`src/rtl/cobt_pkg.sv`:
```
// Constants for the CAN object interrupt and bit timing block.
// Assumes an 8-bit special function register space with byte offsets.
package cobt_pkg;

	// Register offsets in the SFR space
	localparam logic [7:0] OFS_BT_PRESCALE = 8'hb4;
	localparam logic [7:0] OFS_BT_JUMP_PROP = 8'hb5;
	localparam logic [7:0] OFS_STATUS_HIGH = 8'hba;
	localparam logic [7:0] OFS_STATUS_LOW = 8'hbb;
	localparam logic [7:0] OFS_IEN_HIGH = 8'hc2;
	localparam logic [7:0] OFS_IEN_LOW = 8'hc3;

	// Object counts
	localparam int NUM_OBJ = 15;
	localparam int LOW_OBJ = 8;
	localparam int HIGH_OBJ = 7;

	// Field positions and widths
	localparam int BRP_LSB = 1;
	localparam int BRP_W = 6;
	localparam int SJW_LSB = 5;
	localparam int SJW_W = 2;
	localparam int PRS_LSB = 1;
	localparam int PRS_W = 3;

	// Reset values
	localparam logic [7:0] IEN_LOW_RST = 8'h00;
	localparam logic [6:0] IEN_HIGH_RST = 7'h00;
	localparam logic [14:0] STATUS_RST = 15'h0000;
	localparam logic [7:0] UNMAPPED_READ = 8'h00;

	// Phase segment lengths in quanta, fixed since they are not programmable here
	localparam logic [4:0] PHASE1_TQ = 5'h04;
	localparam logic [4:0] PHASE2_TQ = 5'h04;

	// Bit segments
	typedef enum logic [1:0] {
		COBT_SYNC,
		COBT_PROP,
		COBT_PH1,
		COBT_PH2
	} cobt_seg_t;

endpackage : cobt_pkg

```
`src/rtl/cobt_tq_if.sv`:
```
// Carrier between the bit timing logic and the quantum prescaler.
// Assumes both ends run on the same clock.
`timescale 1ns/1ns
`default_nettype none
interface cobt_tq_if;
	logic [5:0] prescale;
	logic run;
	logic tick;

	// Prescaler end
	modport gen (
		input prescale,
		input run,
		output tick
	);

	// Bit timing end
	modport user (
		output prescale,
		output run,
		input tick
	);
endinterface : cobt_tq_if
`default_nettype wire

```
`src/rtl/cobt_prescaler.sv`:
```
// Time quantum prescaler: one tick every prescale+1 controller clocks.
// Assumes prescale is stable while run is high.
`timescale 1ns/1ns
`default_nettype none
module cobt_prescaler (
	// Clock and reset
	input wire logic clock_i,
	input wire logic rstn_i,
	input wire logic ce_i,
	// Quantum carrier
	cobt_tq_if.gen tq
);
	import cobt_pkg::*;

	logic [5:0] cnt_ff;
	logic tick_ff;
	wire logic at_end;
	wire logic [5:0] nxt_cnt;

	// Wrap at the programmed value so one quantum is prescale+1 clocks
	assign at_end = (cnt_ff == tq.prescale);
	assign nxt_cnt = (!tq.run || at_end) ? 6'h00 : cnt_ff + 6'h01;
	assign tq.tick = tick_ff;

	// Counter held at zero while the controller is off
	always_ff @(posedge clock_i or negedge rstn_i) begin
		if (!rstn_i) begin
			cnt_ff <= 6'h00;
			tick_ff <= 1'b0;
		end else if (ce_i) begin
			cnt_ff <= nxt_cnt;
			tick_ff <= tq.run && at_end;
		end
	end

	// Clocks since the last tick, parked at the top while stopped: the first
	// quantum after a start has no earlier tick to measure from, so it is skipped
	logic [6:0] gap_ff;

	always_ff @(posedge clock_i or negedge rstn_i) begin
		if (!rstn_i) begin
			gap_ff <= 7'h7f;
		end else if (ce_i && !tq.run) begin
			gap_ff <= 7'h7f;
		end else if (ce_i) begin
			gap_ff <= tick_ff ? 7'h00 : gap_ff + {6'h00, gap_ff != 7'h7f};
		end
	end
endmodule : cobt_prescaler
`default_nettype wire

```
`src/rtl/cobt_top.sv`:
```
// CAN message object interrupt flags and enables plus bit timing set-up.
// Assumes a synchronous SFR port and a frame engine that pulses object events.
// Notes on behaviour
// Bits 7 to 0 of the low status register flag a pending interrupt of objects 0 to 7.
// The low status register is read-only, resets to zero and changes only by hardware.
// A writable enable register holds one enable per object 8 to 14 in bits 6 to 0, bit 7 spare.
// A writable enable register holds one enable per object 0 to 7, all clear at reset.
// The time quantum lasts prescaler field plus one controller clocks.
// On a relevant bus edge a bit is stretched or shortened by at most the jump width.
// The propagation segment lasts field plus one quanta.
// Software sizes the propagation segment for twice the network round trip delay.
// Software touches the bit timing registers only while the controller is off.
// The bit timing registers have no reset value and must be set before enabling.
// Reserved bits read as undefined and are never written with one.
// A second read-only status register flags objects 8 to 14 in bits 6 to 0, bit 7 spare.
// The object interrupt request is high while any enabled object has its flag set; the code registers it, one clock behind the flags and enables.
`timescale 1ns/1ns
`default_nettype none
module cobt_top (
	// Clock, reset, clock enable
	input wire logic clock_i,
	input wire logic rstn_i,
	input wire logic ce_i,
	// SFR port
	input wire logic [7:0] sfr_addr_i,
	input wire logic sfr_wr_i,
	input wire logic sfr_rd_i,
	input wire logic [7:0] sfr_wdata_i,
	output logic [7:0] sfr_rdata_o,
	// Controller state and frame engine events
	input wire logic controller_enable_i,
	input wire logic [cobt_pkg::NUM_OBJ-1:0] obj_event_i,
	input wire logic [cobt_pkg::NUM_OBJ-1:0] obj_clear_i,
	input wire logic bus_edge_i,
	// Results
	output logic obj_irq_o,
	output logic tq_tick_o,
	output logic bit_start_o,
	output logic sample_point_o
);
	import cobt_pkg::*;

	////////////////////////////////////////////////////////////////////////////
	// Helpers

	// Smaller of two quanta counts
	function automatic logic [4:0] min5(input logic [4:0] a, input logic [4:0] b);
		min5 = (a < b) ? a : b;
	endfunction : min5

	// Field value plus one, widened to a quanta count
	function automatic logic [4:0] plus_one(input logic [2:0] f);
		plus_one = {2'b00, f} + 5'h01;
	endfunction : plus_one

	////////////////////////////////////////////////////////////////////////////
	// Register access decode

	logic [NUM_OBJ-1:0] flag_ff;
	logic [7:0] ien_low_ff;
	logic [6:0] ien_high_ff;
	logic [BRP_W-1:0] brp_ff;
	logic [SJW_W-1:0] sjw_ff;
	logic [PRS_W-1:0] prs_ff;
	logic [7:0] rdata_ff;
	logic irq_ff;

	wire logic wr_ien_low;
	wire logic wr_ien_high;
	wire logic wr_bt1;
	wire logic wr_bt2;
	wire logic bt_open;
	wire logic [7:0] rd_mux;
	wire logic [NUM_OBJ-1:0] nxt_flag;
	wire logic [NUM_OBJ-1:0] ien_all;

	// Timing writes are dropped while running, a change mid-frame would corrupt bits
	assign bt_open = !controller_enable_i;
	assign wr_ien_low = sfr_wr_i && (sfr_addr_i == OFS_IEN_LOW);
	assign wr_ien_high = sfr_wr_i && (sfr_addr_i == OFS_IEN_HIGH);
	assign wr_bt1 = sfr_wr_i && bt_open && (sfr_addr_i == OFS_BT_PRESCALE);
	assign wr_bt2 = sfr_wr_i && bt_open && (sfr_addr_i == OFS_BT_JUMP_PROP);

	// Reserved bits read as zero, one of the values allowed for them
	assign rd_mux = (sfr_addr_i == OFS_STATUS_LOW) ? flag_ff[LOW_OBJ-1:0] :
		(sfr_addr_i == OFS_STATUS_HIGH) ? {1'b0, flag_ff[NUM_OBJ-1:LOW_OBJ]} :
		(sfr_addr_i == OFS_IEN_LOW) ? ien_low_ff :
		(sfr_addr_i == OFS_IEN_HIGH) ? {1'b0, ien_high_ff} :
		(sfr_addr_i == OFS_BT_PRESCALE) ? {1'b0, brp_ff, 1'b0} :
		(sfr_addr_i == OFS_BT_JUMP_PROP) ? {1'b0, sjw_ff, 1'b0, prs_ff, 1'b0} :
		UNMAPPED_READ;

	// Set wins over clear so an event in the clear cycle is kept
	assign nxt_flag = (flag_ff & ~obj_clear_i) | obj_event_i;
	assign ien_all = {ien_high_ff, ien_low_ff};

	////////////////////////////////////////////////////////////////////////////
	// Flags, enables, read data

	// Flags ignore SFR writes entirely
	always_ff @(posedge clock_i or negedge rstn_i) begin
		if (!rstn_i) begin
			flag_ff <= STATUS_RST;
			ien_low_ff <= IEN_LOW_RST;
			ien_high_ff <= IEN_HIGH_RST;
			rdata_ff <= UNMAPPED_READ;
			irq_ff <= 1'b0;
		end else if (ce_i) begin
			flag_ff <= nxt_flag;
			if (wr_ien_low) begin
				ien_low_ff <= sfr_wdata_i;
			end
			if (wr_ien_high) begin
				ien_high_ff <= sfr_wdata_i[6:0];
			end
			if (sfr_rd_i) begin
				rdata_ff <= rd_mux;
			end
			irq_ff <= |(flag_ff & ien_all);
		end
	end

	// Bit timing fields keep no reset value, software must load them first
	always_ff @(posedge clock_i) begin
		if (ce_i && wr_bt1) begin
			brp_ff <= sfr_wdata_i[BRP_LSB+BRP_W-1:BRP_LSB];
		end
		if (ce_i && wr_bt2) begin
			sjw_ff <= sfr_wdata_i[SJW_LSB+SJW_W-1:SJW_LSB];
			prs_ff <= sfr_wdata_i[PRS_LSB+PRS_W-1:PRS_LSB];
		end
	end

	assign sfr_rdata_o = rdata_ff;
	assign obj_irq_o = irq_ff;

	////////////////////////////////////////////////////////////////////////////
	// Quantum prescaler

	cobt_tq_if tq ();

	assign tq.prescale = brp_ff;
	assign tq.run = controller_enable_i;

	cobt_prescaler u_prescaler (
		.clock_i(clock_i),
		.rstn_i(rstn_i),
		.ce_i(ce_i),
		.tq(tq.gen)
	);

	////////////////////////////////////////////////////////////////////////////
	// Bit segment sequencer

	cobt_seg_t seg_ff;
	cobt_seg_t nxt_seg;
	logic [4:0] cnt_ff;
	logic [4:0] nxt_cnt;
	logic [4:0] ext_ff;
	logic [4:0] nxt_ext;
	logic [4:0] cut_ff;
	logic [4:0] nxt_cut;
	logic edge_ff;
	logic done_ff;
	logic nxt_done;
	logic tick_ff;
	logic start_ff;
	logic sample_ff;

	wire logic [4:0] prop_len;
	wire logic [4:0] sjw_len;
	wire logic [4:0] ph1_len;
	wire logic [4:0] ph2_len;
	wire logic [4:0] ph2_left;
	wire logic resync;

	assign prop_len = plus_one(prs_ff);
	assign sjw_len = plus_one({1'b0, sjw_ff});
	assign ph1_len = PHASE1_TQ + ext_ff;
	assign ph2_len = PHASE2_TQ - cut_ff;
	assign ph2_left = PHASE2_TQ - cnt_ff;
	// Only one correction per bit; edges in the sync quantum need none
	assign resync = edge_ff && !done_ff && (seg_ff != COBT_SYNC);

	// Next segment, decided on each quantum
	always_comb begin
		nxt_seg = seg_ff;
		nxt_cnt = cnt_ff;
		nxt_ext = ext_ff;
		nxt_cut = cut_ff;
		nxt_done = done_ff || resync;
		case (seg_ff)
			COBT_SYNC: begin
				nxt_seg = COBT_PROP;
				nxt_cnt = 5'h00;
				nxt_ext = 5'h00;
				nxt_cut = 5'h00;
				nxt_done = 1'b0;
			end
			COBT_PROP: begin
				if (resync) begin
					nxt_ext = min5(cnt_ff + 5'h01, sjw_len);
				end
				if (cnt_ff == prop_len - 5'h01) begin
					nxt_seg = COBT_PH1;
					nxt_cnt = 5'h00;
				end else begin
					nxt_cnt = cnt_ff + 5'h01;
				end
			end
			COBT_PH1: begin
				if (resync) begin
					nxt_ext = min5(prop_len + cnt_ff + 5'h01, sjw_len);
				end
				if (cnt_ff == ph1_len - 5'h01) begin
					nxt_seg = COBT_PH2;
					nxt_cnt = 5'h00;
				end else begin
					nxt_cnt = cnt_ff + 5'h01;
				end
			end
			COBT_PH2: begin
				if (resync && (ph2_left <= sjw_len)) begin
					nxt_seg = COBT_SYNC;
				end else if (resync) begin
					nxt_cut = sjw_len;
					nxt_cnt = cnt_ff + 5'h01;
				end else if (cnt_ff >= ph2_len - 5'h01) begin
					nxt_seg = COBT_SYNC;
				end else begin
					nxt_cnt = cnt_ff + 5'h01;
				end
			end
			default: begin
				nxt_seg = COBT_SYNC;
			end
		endcase
	end

	// Sequencer state, parked in sync while the controller is off
	always_ff @(posedge clock_i or negedge rstn_i) begin
		if (!rstn_i) begin
			seg_ff <= COBT_SYNC;
			cnt_ff <= 5'h00;
			ext_ff <= 5'h00;
			cut_ff <= 5'h00;
			edge_ff <= 1'b0;
			done_ff <= 1'b0;
		end else if (ce_i && !controller_enable_i) begin
			seg_ff <= COBT_SYNC;
			cnt_ff <= 5'h00;
			edge_ff <= 1'b0;
			done_ff <= 1'b0;
		end else if (ce_i && tq.tick) begin
			seg_ff <= nxt_seg;
			cnt_ff <= nxt_cnt;
			ext_ff <= nxt_ext;
			cut_ff <= nxt_cut;
			done_ff <= nxt_done;
			edge_ff <= bus_edge_i;
		end else if (ce_i && bus_edge_i) begin
			edge_ff <= 1'b1;
		end
	end

	// Timing pulses, one clock each
	always_ff @(posedge clock_i or negedge rstn_i) begin
		if (!rstn_i) begin
			tick_ff <= 1'b0;
			start_ff <= 1'b0;
			sample_ff <= 1'b0;
		end else if (ce_i) begin
			tick_ff <= tq.tick;
			start_ff <= tq.tick && controller_enable_i && (seg_ff != COBT_SYNC)
				&& (nxt_seg == COBT_SYNC);
			sample_ff <= tq.tick && controller_enable_i && (seg_ff == COBT_PH1)
				&& (nxt_seg == COBT_PH2);
		end
	end

	assign tq_tick_o = tick_ff;
	assign bit_start_o = start_ff;
	assign sample_point_o = sample_ff;
endmodule : cobt_top
`default_nettype wire

```
`config.mk`:
```
export PLATFORM = sky130hd
export DESIGN_NAME = cobt_top
export DESIGN_NICKNAME = d
export VERILOG_FILES = /design/src/rtl/cobt_pkg.sv /design/src/rtl/cobt_tq_if.sv /design/src/rtl/cobt_prescaler.sv /design/src/rtl/cobt_top.sv
export SDC_FILE = /design/constraint.sdc
export NUM_CORES = 1
export LEC_CHECK = 0
export CAP_MARGIN = 20
export CORE_ASPECT_RATIO = 1.25
export CORE_MARGIN = 5
export CORE_UTILIZATION = 60
export DETAILED_ROUTE_END_ITERATION = 8
export DONT_BUFFER_PORTS = 1
export GPL_ROUTABILITY_DRIVEN = 0
export PLACE_DENSITY = 0.78
export SLEW_MARGIN = 5
export SYNTH_ARGS = -nofsm -noshare
export SYNTH_HDL_FRONTEND = slang
export SYNTH_SLANG_ARGS = --single-unit
```
`constraint.sdc`:
```
create_clock -name clock_i -period 6.4 [get_ports clock_i]
set_input_delay 0.96 -clock clock_i [delete_from_list [all_inputs] [get_ports clock_i]]
set_output_delay 0.96 -clock clock_i [all_outputs]
set_load 0.03 [all_outputs]
```
==> results.yml, run 1 <==
sta:
  period_needed_ns: 3.08
  fin_setup_tns_ns: 0
  period_share_pct: 48.1
  slew_violations: 0
  fmax_ghz: 0.325
  hold_viol_final: 0
  timing.slew.headroom_pct: 31.2
  layout_setup_ws_ns: 3.32
  worst_pin_slew_ns: 1.03
  final.setup_skew_ns: 0.00938
  rsz0062_at_grt: "false"
  finalSetupViolations: 0
floorplanning:
  die_x_um: 89.2
  std_cell_rows: 36
  dieArea_um2: 9730
  fp.coreArea_um2: 7750
  ios: 65
  initial_utilization_pct: 60.7
  die_y_um: 109
final_layout:
  finalNetCount: 532
  layout.cells.non_filler: 552
  fillers: 651
  n_antenna_cell: 0
  area_delta_synth_final_pct: 4.15
  layout-drive-gt1-share_pct: 9.85
  design_area_um2: 4900
drt:
  finalWirelength_um: 10900
  wl_per_cell_um: 19.7
  vias: 3604
  drtIter0Drc: 261
  firstDrtPassIters: 7
  met2_length_um: 5570
  via_per_inst: 6.53
  final_antenna_net_count: 0
  wl_met3_um: 752
  route.detailed.drc: 0
  wl_met1_um: 4080
  routed.top_layer: "met4"
yosys:
  synth_ff_type: "dfrtp_1"
  synthTopCellsByArea: "dfrtp_1 (35%), edfxtp_1 (7.0%), ha_1 (6.9%)"
  syn_nets: 544
  avgSynthCellArea_um2: 10.1
  synth_cell_type_count: 72
  synth.most_common_cell: "dfrtp_1"
  ys_top_cells_by_count: "dfrtp_1 (66), nand2_1 (53), inv_1 (27)"
  syn_inst: 464
  ys_seq_area_share_pct: 42.1
  syn_area_um2: 4710
  synth_edf_count: 11
  synth-seq-cells: 77
  yosysWarnings: 0
  synth_top_cell_by_area: "dfrtp_1"
  synthArstFlopShare_pct: 85.7
  synthDominantCellAreaShare_pct: 35.1
pwr:
  design_power_total_uw: 961
  p_leak_uw: 0.00214
  irDropWorstVdd_v: 0.000144
  p_per_area_nw_per_um2: 196
global_route:
  first_global_vias: 3524
  grt_max_degree: 67
  track_usage_pct: 23.5
  gr-total-overflow: 0
  antenna_found_initial: 0
  grt_pass1_wl_um: 17100
clocking:
  cts_resized: 0
  clkTransAtPathRegs_ns: 0.08
  h-tree-depth: 3
  postCtsSetupBuffers: 0
  cts_made_buffers: 9
  clock_sinks: 77
  ctsHoldBuffers: 0
  clk_latency_ns: 0.36
  cts_buffer_depth: 2
  cts_root_buffer: "clkbuf_8"
  cts_tree: "done"
placed_design:
  hpwl_um: 8090
  place_ws_ns: 3.34
  place_area_um2: 4700
  dp.cells: 536
  io_buffers: 0
setup_path:
  start_kind: "register"
  critical_path_class: "reg2reg"
  critPathArrivalTime_ns: 3.35
  critical_path.max_stage_delay_ns: 0.60
  crit_chain: "inv_1 -> ha_1 -> inv_1 -> fa_1 -> ha_1 -> o21ai_0 -> nand2b_1 -> a221oi_4 -> nand3_1 -> o31a_1 -> o221ai_1"
  critical_path_buf_inv_count: 2
  worstPathMaxFanout: 11
  end_kind: "register"
  critPathTopFamily: "adder cells"
  crit_required_ns: 6.67
  slowest_stage: "dfrtp_1"
run_status:
  status: "completed"
min_path:
  min_path_type: "in2async"
flow_run:
  drv_cap: 0
[registers in the layout, indices dropped and copies added (netlist names)]
register / cells
sample_point_o: 1
bit_start_o: 1
edge_ff: 1
seg_ff: 2
cut_ff: 3
sfr_rdata_o: 8
u_prescaler.cnt_ff: 6
ext_ff: 5
sjw_ff: 2
done_ff: 1
brp_ff: 6
u_prescaler.tq.tick: 1
cnt_ff: 5
tq_tick_o: 1
ien_low_ff: 8
obj_irq_o: 1
ien_high_ff: 7
flag_ff: 15
prs_ff: 3
[per-stage QoR]
stage	util, %	hold slack, ns
2_1_floorplan	-	0.449
3_3_place_gp	60.6	0.472
3_5_place_dp	60.6	0.475
4_1_cts	63.3	0.277
5_1_grt	63.3	0.268
6_report	63.3	0.286
[report_power, final]
group	leakage [µW]	switching, µW	internal, µW
clock	0.000105	196	178
sequential	0.000972	27.1	516
combinational	0.00106	18.9	25.8
[final timing paths]
check,startpoint,cells after the start,to,slack [ns]
max in group asynchronous,rstn_i,0,cnt_ff[2],5.98
max,cnt_ff[0],11,ext_ff[1],3.32
min,rstn_i,0,ext_ff[3],0.29
min in group clock_i,cut_ff[2],2,cut_ff[2],0.49
max reg2reg,cnt_ff[0],11,ext_ff[1],3.32
min reg2reg,cut_ff[2],2,cut_ff[2],0.49
[cells by family after synthesis]
family	share of synthesized area, %
buf+inv	4.84
xor+xnor	4.28
mux	6.86
fa+ha+maj	7.34
compound gates	19.4
simple gates	15.2
flops	42.1
[worst register-to-register path: stages (launching register included)]
cell and delay [ns]:
dfrtp_1 0.60, inv_1 0.24, ha_1 0.25, inv_1 0.07
fa_1 0.43, ha_1 0.30, o21ai_0 0.11, nand2b_1 0.14
a221oi_4 0.42, nand3_1 0.14, o31a_1 0.13, o221ai_1 0.19
[cell type report]
cell class / count / area [µm²] / share of cell area, %
inverters: 27 / 101 / 2.07
multi-input cells: 337 / 2500 / 50.9
clock buffers: 11 / 163 / 3.32
flip-flops and latches: 77 / 1980 / 40.4
well taps: 95 / 119 / 2.43
clock inverters: 5 / 40.0 / 0.817
[cells in the final DEF, fill, tap and decap left out, types with 2 or more instances in the layout]
cell	synthesis	final
o31a_1	2	2
nand4_1	7	7
o21ai_0	21	21
and2_1	3	3
mux2_2	18	18
and3_1	4	4
ha_1	26	26
o22a_1	5	5
nor2b_1	9	9
a21o_1	5	5
and4b_1	2	2
xnor2_1	9	9
o221ai_1	3	3
clkbuf_8	2	10
dfrtp_1	66	66
o211ai_1	5	5
nand2_1	53	53
a22o_1	16	16
clkinv_4	0	3
nor4_1	4	4
a22oi_1	8	8
edfxtp_1	11	11
or4_1	2	2
nand2b_1	3	3
inv_1	27	27
nand3_1	15	15
o31ai_1	6	6
o21a_1	3	3
o22ai_1	7	7
a31oi_1	4	4
a211oi_1	2	2
xor2_1	14	14
nor2_1	20	20
a222oi_1	7	7
a21oi_1	9	9
nor3b_1	2	2
mux2i_1	12	12
[layer usage]
metal	vias up	GRT usage (%)
li1	1690	-
met1	1750	26.6
met2	127	39.1
met3	37	7.18
met4	0	12.3
met5	-	0
Power figures use the tool's default switching activity.
==> run 2, diff against run 1 <==
- clock period: 6.4 -> 3.2 ns (I/O delays scaled with it)
==> results.yml, run 2 (synthesized netlist as in run 1, its figures left out) <==
floorplanning:
  dieArea_um2: 9730
  fp.coreArea_um2: 7750
  die_y_um: 109
  initial_utilization_pct: 60.7
  std_cell_rows: 36
  ios: 65
  die_x_um: 89.2
sta:
  fin_setup_tns_ns: 0
  slew_violations: 0
  period_needed_ns: 2.98
  finalSetupViolations: 0
  hold_viol_final: 9
  fmax_ghz: 0.336
  rsz0062_at_grt: "false"
  hold_ws_ns: -0.0220
  timing.slew.headroom_pct: 59.1
  period_share_pct: 93.1
  worst_pin_slew_ns: 0.607
  final.setup_skew_ns: 0.0117
drt:
  wl_per_cell_um: 19.8
  wl_met1_um: 4190
  met2_length_um: 5840
  final_antenna_net_count: 0
  vias: 3632
  via_per_inst: 6.50
  firstDrtPassIters: 4
  route.detailed.drc: 0
  finalWirelength_um: 11100
  wl_met3_um: 581
  routed.top_layer: "met4"
  drtIter0Drc: 239
min_path:
  min_path_type: "in2async"
setup_path:
  critical_path_buf_inv_count: 0
  critical_path.max_stage_delay_ns: 0.52
  start_kind: "register"
  critPathTopFamily: "compound AO/OA/AOI/OAI gates"
  critical_path_class: "reg2reg"
  crit_required_ns: 3.47
  critPathArrivalTime_ns: 3.25
  end_kind: "register"
  timing.critical_path.mode_cell: "ha_1"
  worstPathMaxFanout: 8
  crit_chain: "ha_1 -> ha_1 -> nor2b_1 -> o21a_1 -> or4_1 -> a221oi_4 -> nand3_1 -> o31a_1 -> o221ai_1"
  slowest_stage: "or4_1"
final_layout:
  layout_commonest_cell: "dfrtp_1"
  layout-drive-gt1-share_pct: 11.2
  regMostFlops: "flag_ff"
  finalNetCount: 539
  fillers: 626
  layout_common_cells: "dfrtp_1 (66), nand2_1 (53), inv_1 (27)"
  n_antenna_cell: 0
  largest_register_ffs: 15
  area_delta_synth_final_pct: 6.22
pwr:
  p_leak_uw: 0.00220
  irDropWorstVdd_v: 0.000357
  p_per_area_nw_per_um2: 402
clocking:
  clock_sinks: 77
  clk_latency_ns: 0.36
  cts_made_buffers: 9
  clkTransAtPathRegs_ns: 0.09
  cts_root_buffer: "clkbuf_8"
  cts_buffer_depth: 2
  cts_tree: "done"
  cts_resized: 0
  h-tree-depth: 3
global_route:
  grt_pass1_wl_um: 18000
  antenna_found_initial: 0
  track_usage_pct: 24.2
  gr-total-overflow: 0
  grt_max_degree: 67
  first_global_vias: 3763
placed_design:
  hpwl_um: 8340
  io_buffers: 0
run_status:
  failed_checks: "hold timing"
  status: "finished, violations left"
flow_run:
  drv_cap: 0
## run 2: changes by cell type in the layout (fill, tap and decap cells not counted), sizes merged
cell,previous run,this run
buf,0,7
inv,28,31
clkinv,4,1
## run 2: area by class of cell
| cell class | instances | area [µm²] | share of cell area, % |
|---|---|---|---|
| Timing Repair Buffer | 7 | 72.6 | 1.45 |
| Clock inverter | 5 | 53.8 | 1.08 |
| Tap cell | 95 | 119 | 2.38 |
| Inverter | 27 | 101 | 2.03 |
| Multi-Input combinational cell | 337 | 2500 | 49.9 |
| Sequential cell | 77 | 1980 | 39.6 |
| Clock buffer | 11 | 174 | 3.48 |
## run 2: per-layer routing
layer,GRT usage (%),up-vias
met1,27.1,1771
met4,10.5,0
met2,43.2,122
li1,-,1706
met5,0,-
met3,5.44,33
## run 2: worst paths after layout
check,end,cells past startpoint,from,slack (ns)
hold reg to reg,cut_ff[0],2,cut_ff[0],0.50
setup reg to reg,ext_ff[1],9,prs_ff[1],0.22
setup / recovery,ext_ff[1],9,prs_ff[1],0.22
max in group asynchronous,cnt_ff[3],1,rstn_i,2.90
min in group clock_i,cnt_ff[1],1,ce_i,0.20
hold / removal,ien_high_ff[1],1,rstn_i,-0.02
## run 2: power by group
| part | switching (µW) | internal, µW |
|---|---|---|
| clock | 416 | 399 |
| combinational | 53.9 | 55.4 |
| sequential | 53.4 | 1030 |
| total | 523 | 1490 |
## run 2: repair_timing
action                                 4_1_cts  5_1_grt
hold buffers                                 1        0
buffers inserted                             0        0
endpoints found under the hold margin       66        0
## run 2: metrics by stage
stage	total power (µW)	cell area [µm²]	utilization [%]	instances	setup WS (ns)
global route	2090	5000	64.5	559	0.0768
floorplan	1180	4710	-	464	0.488
CTS	2020	5000	64.5	559	0.217
finish	2010	5000	64.5	559	0.221
detailed placement	1190	4740	61.2	542	0.221
global placement	1190	4740	61.2	542	0.353
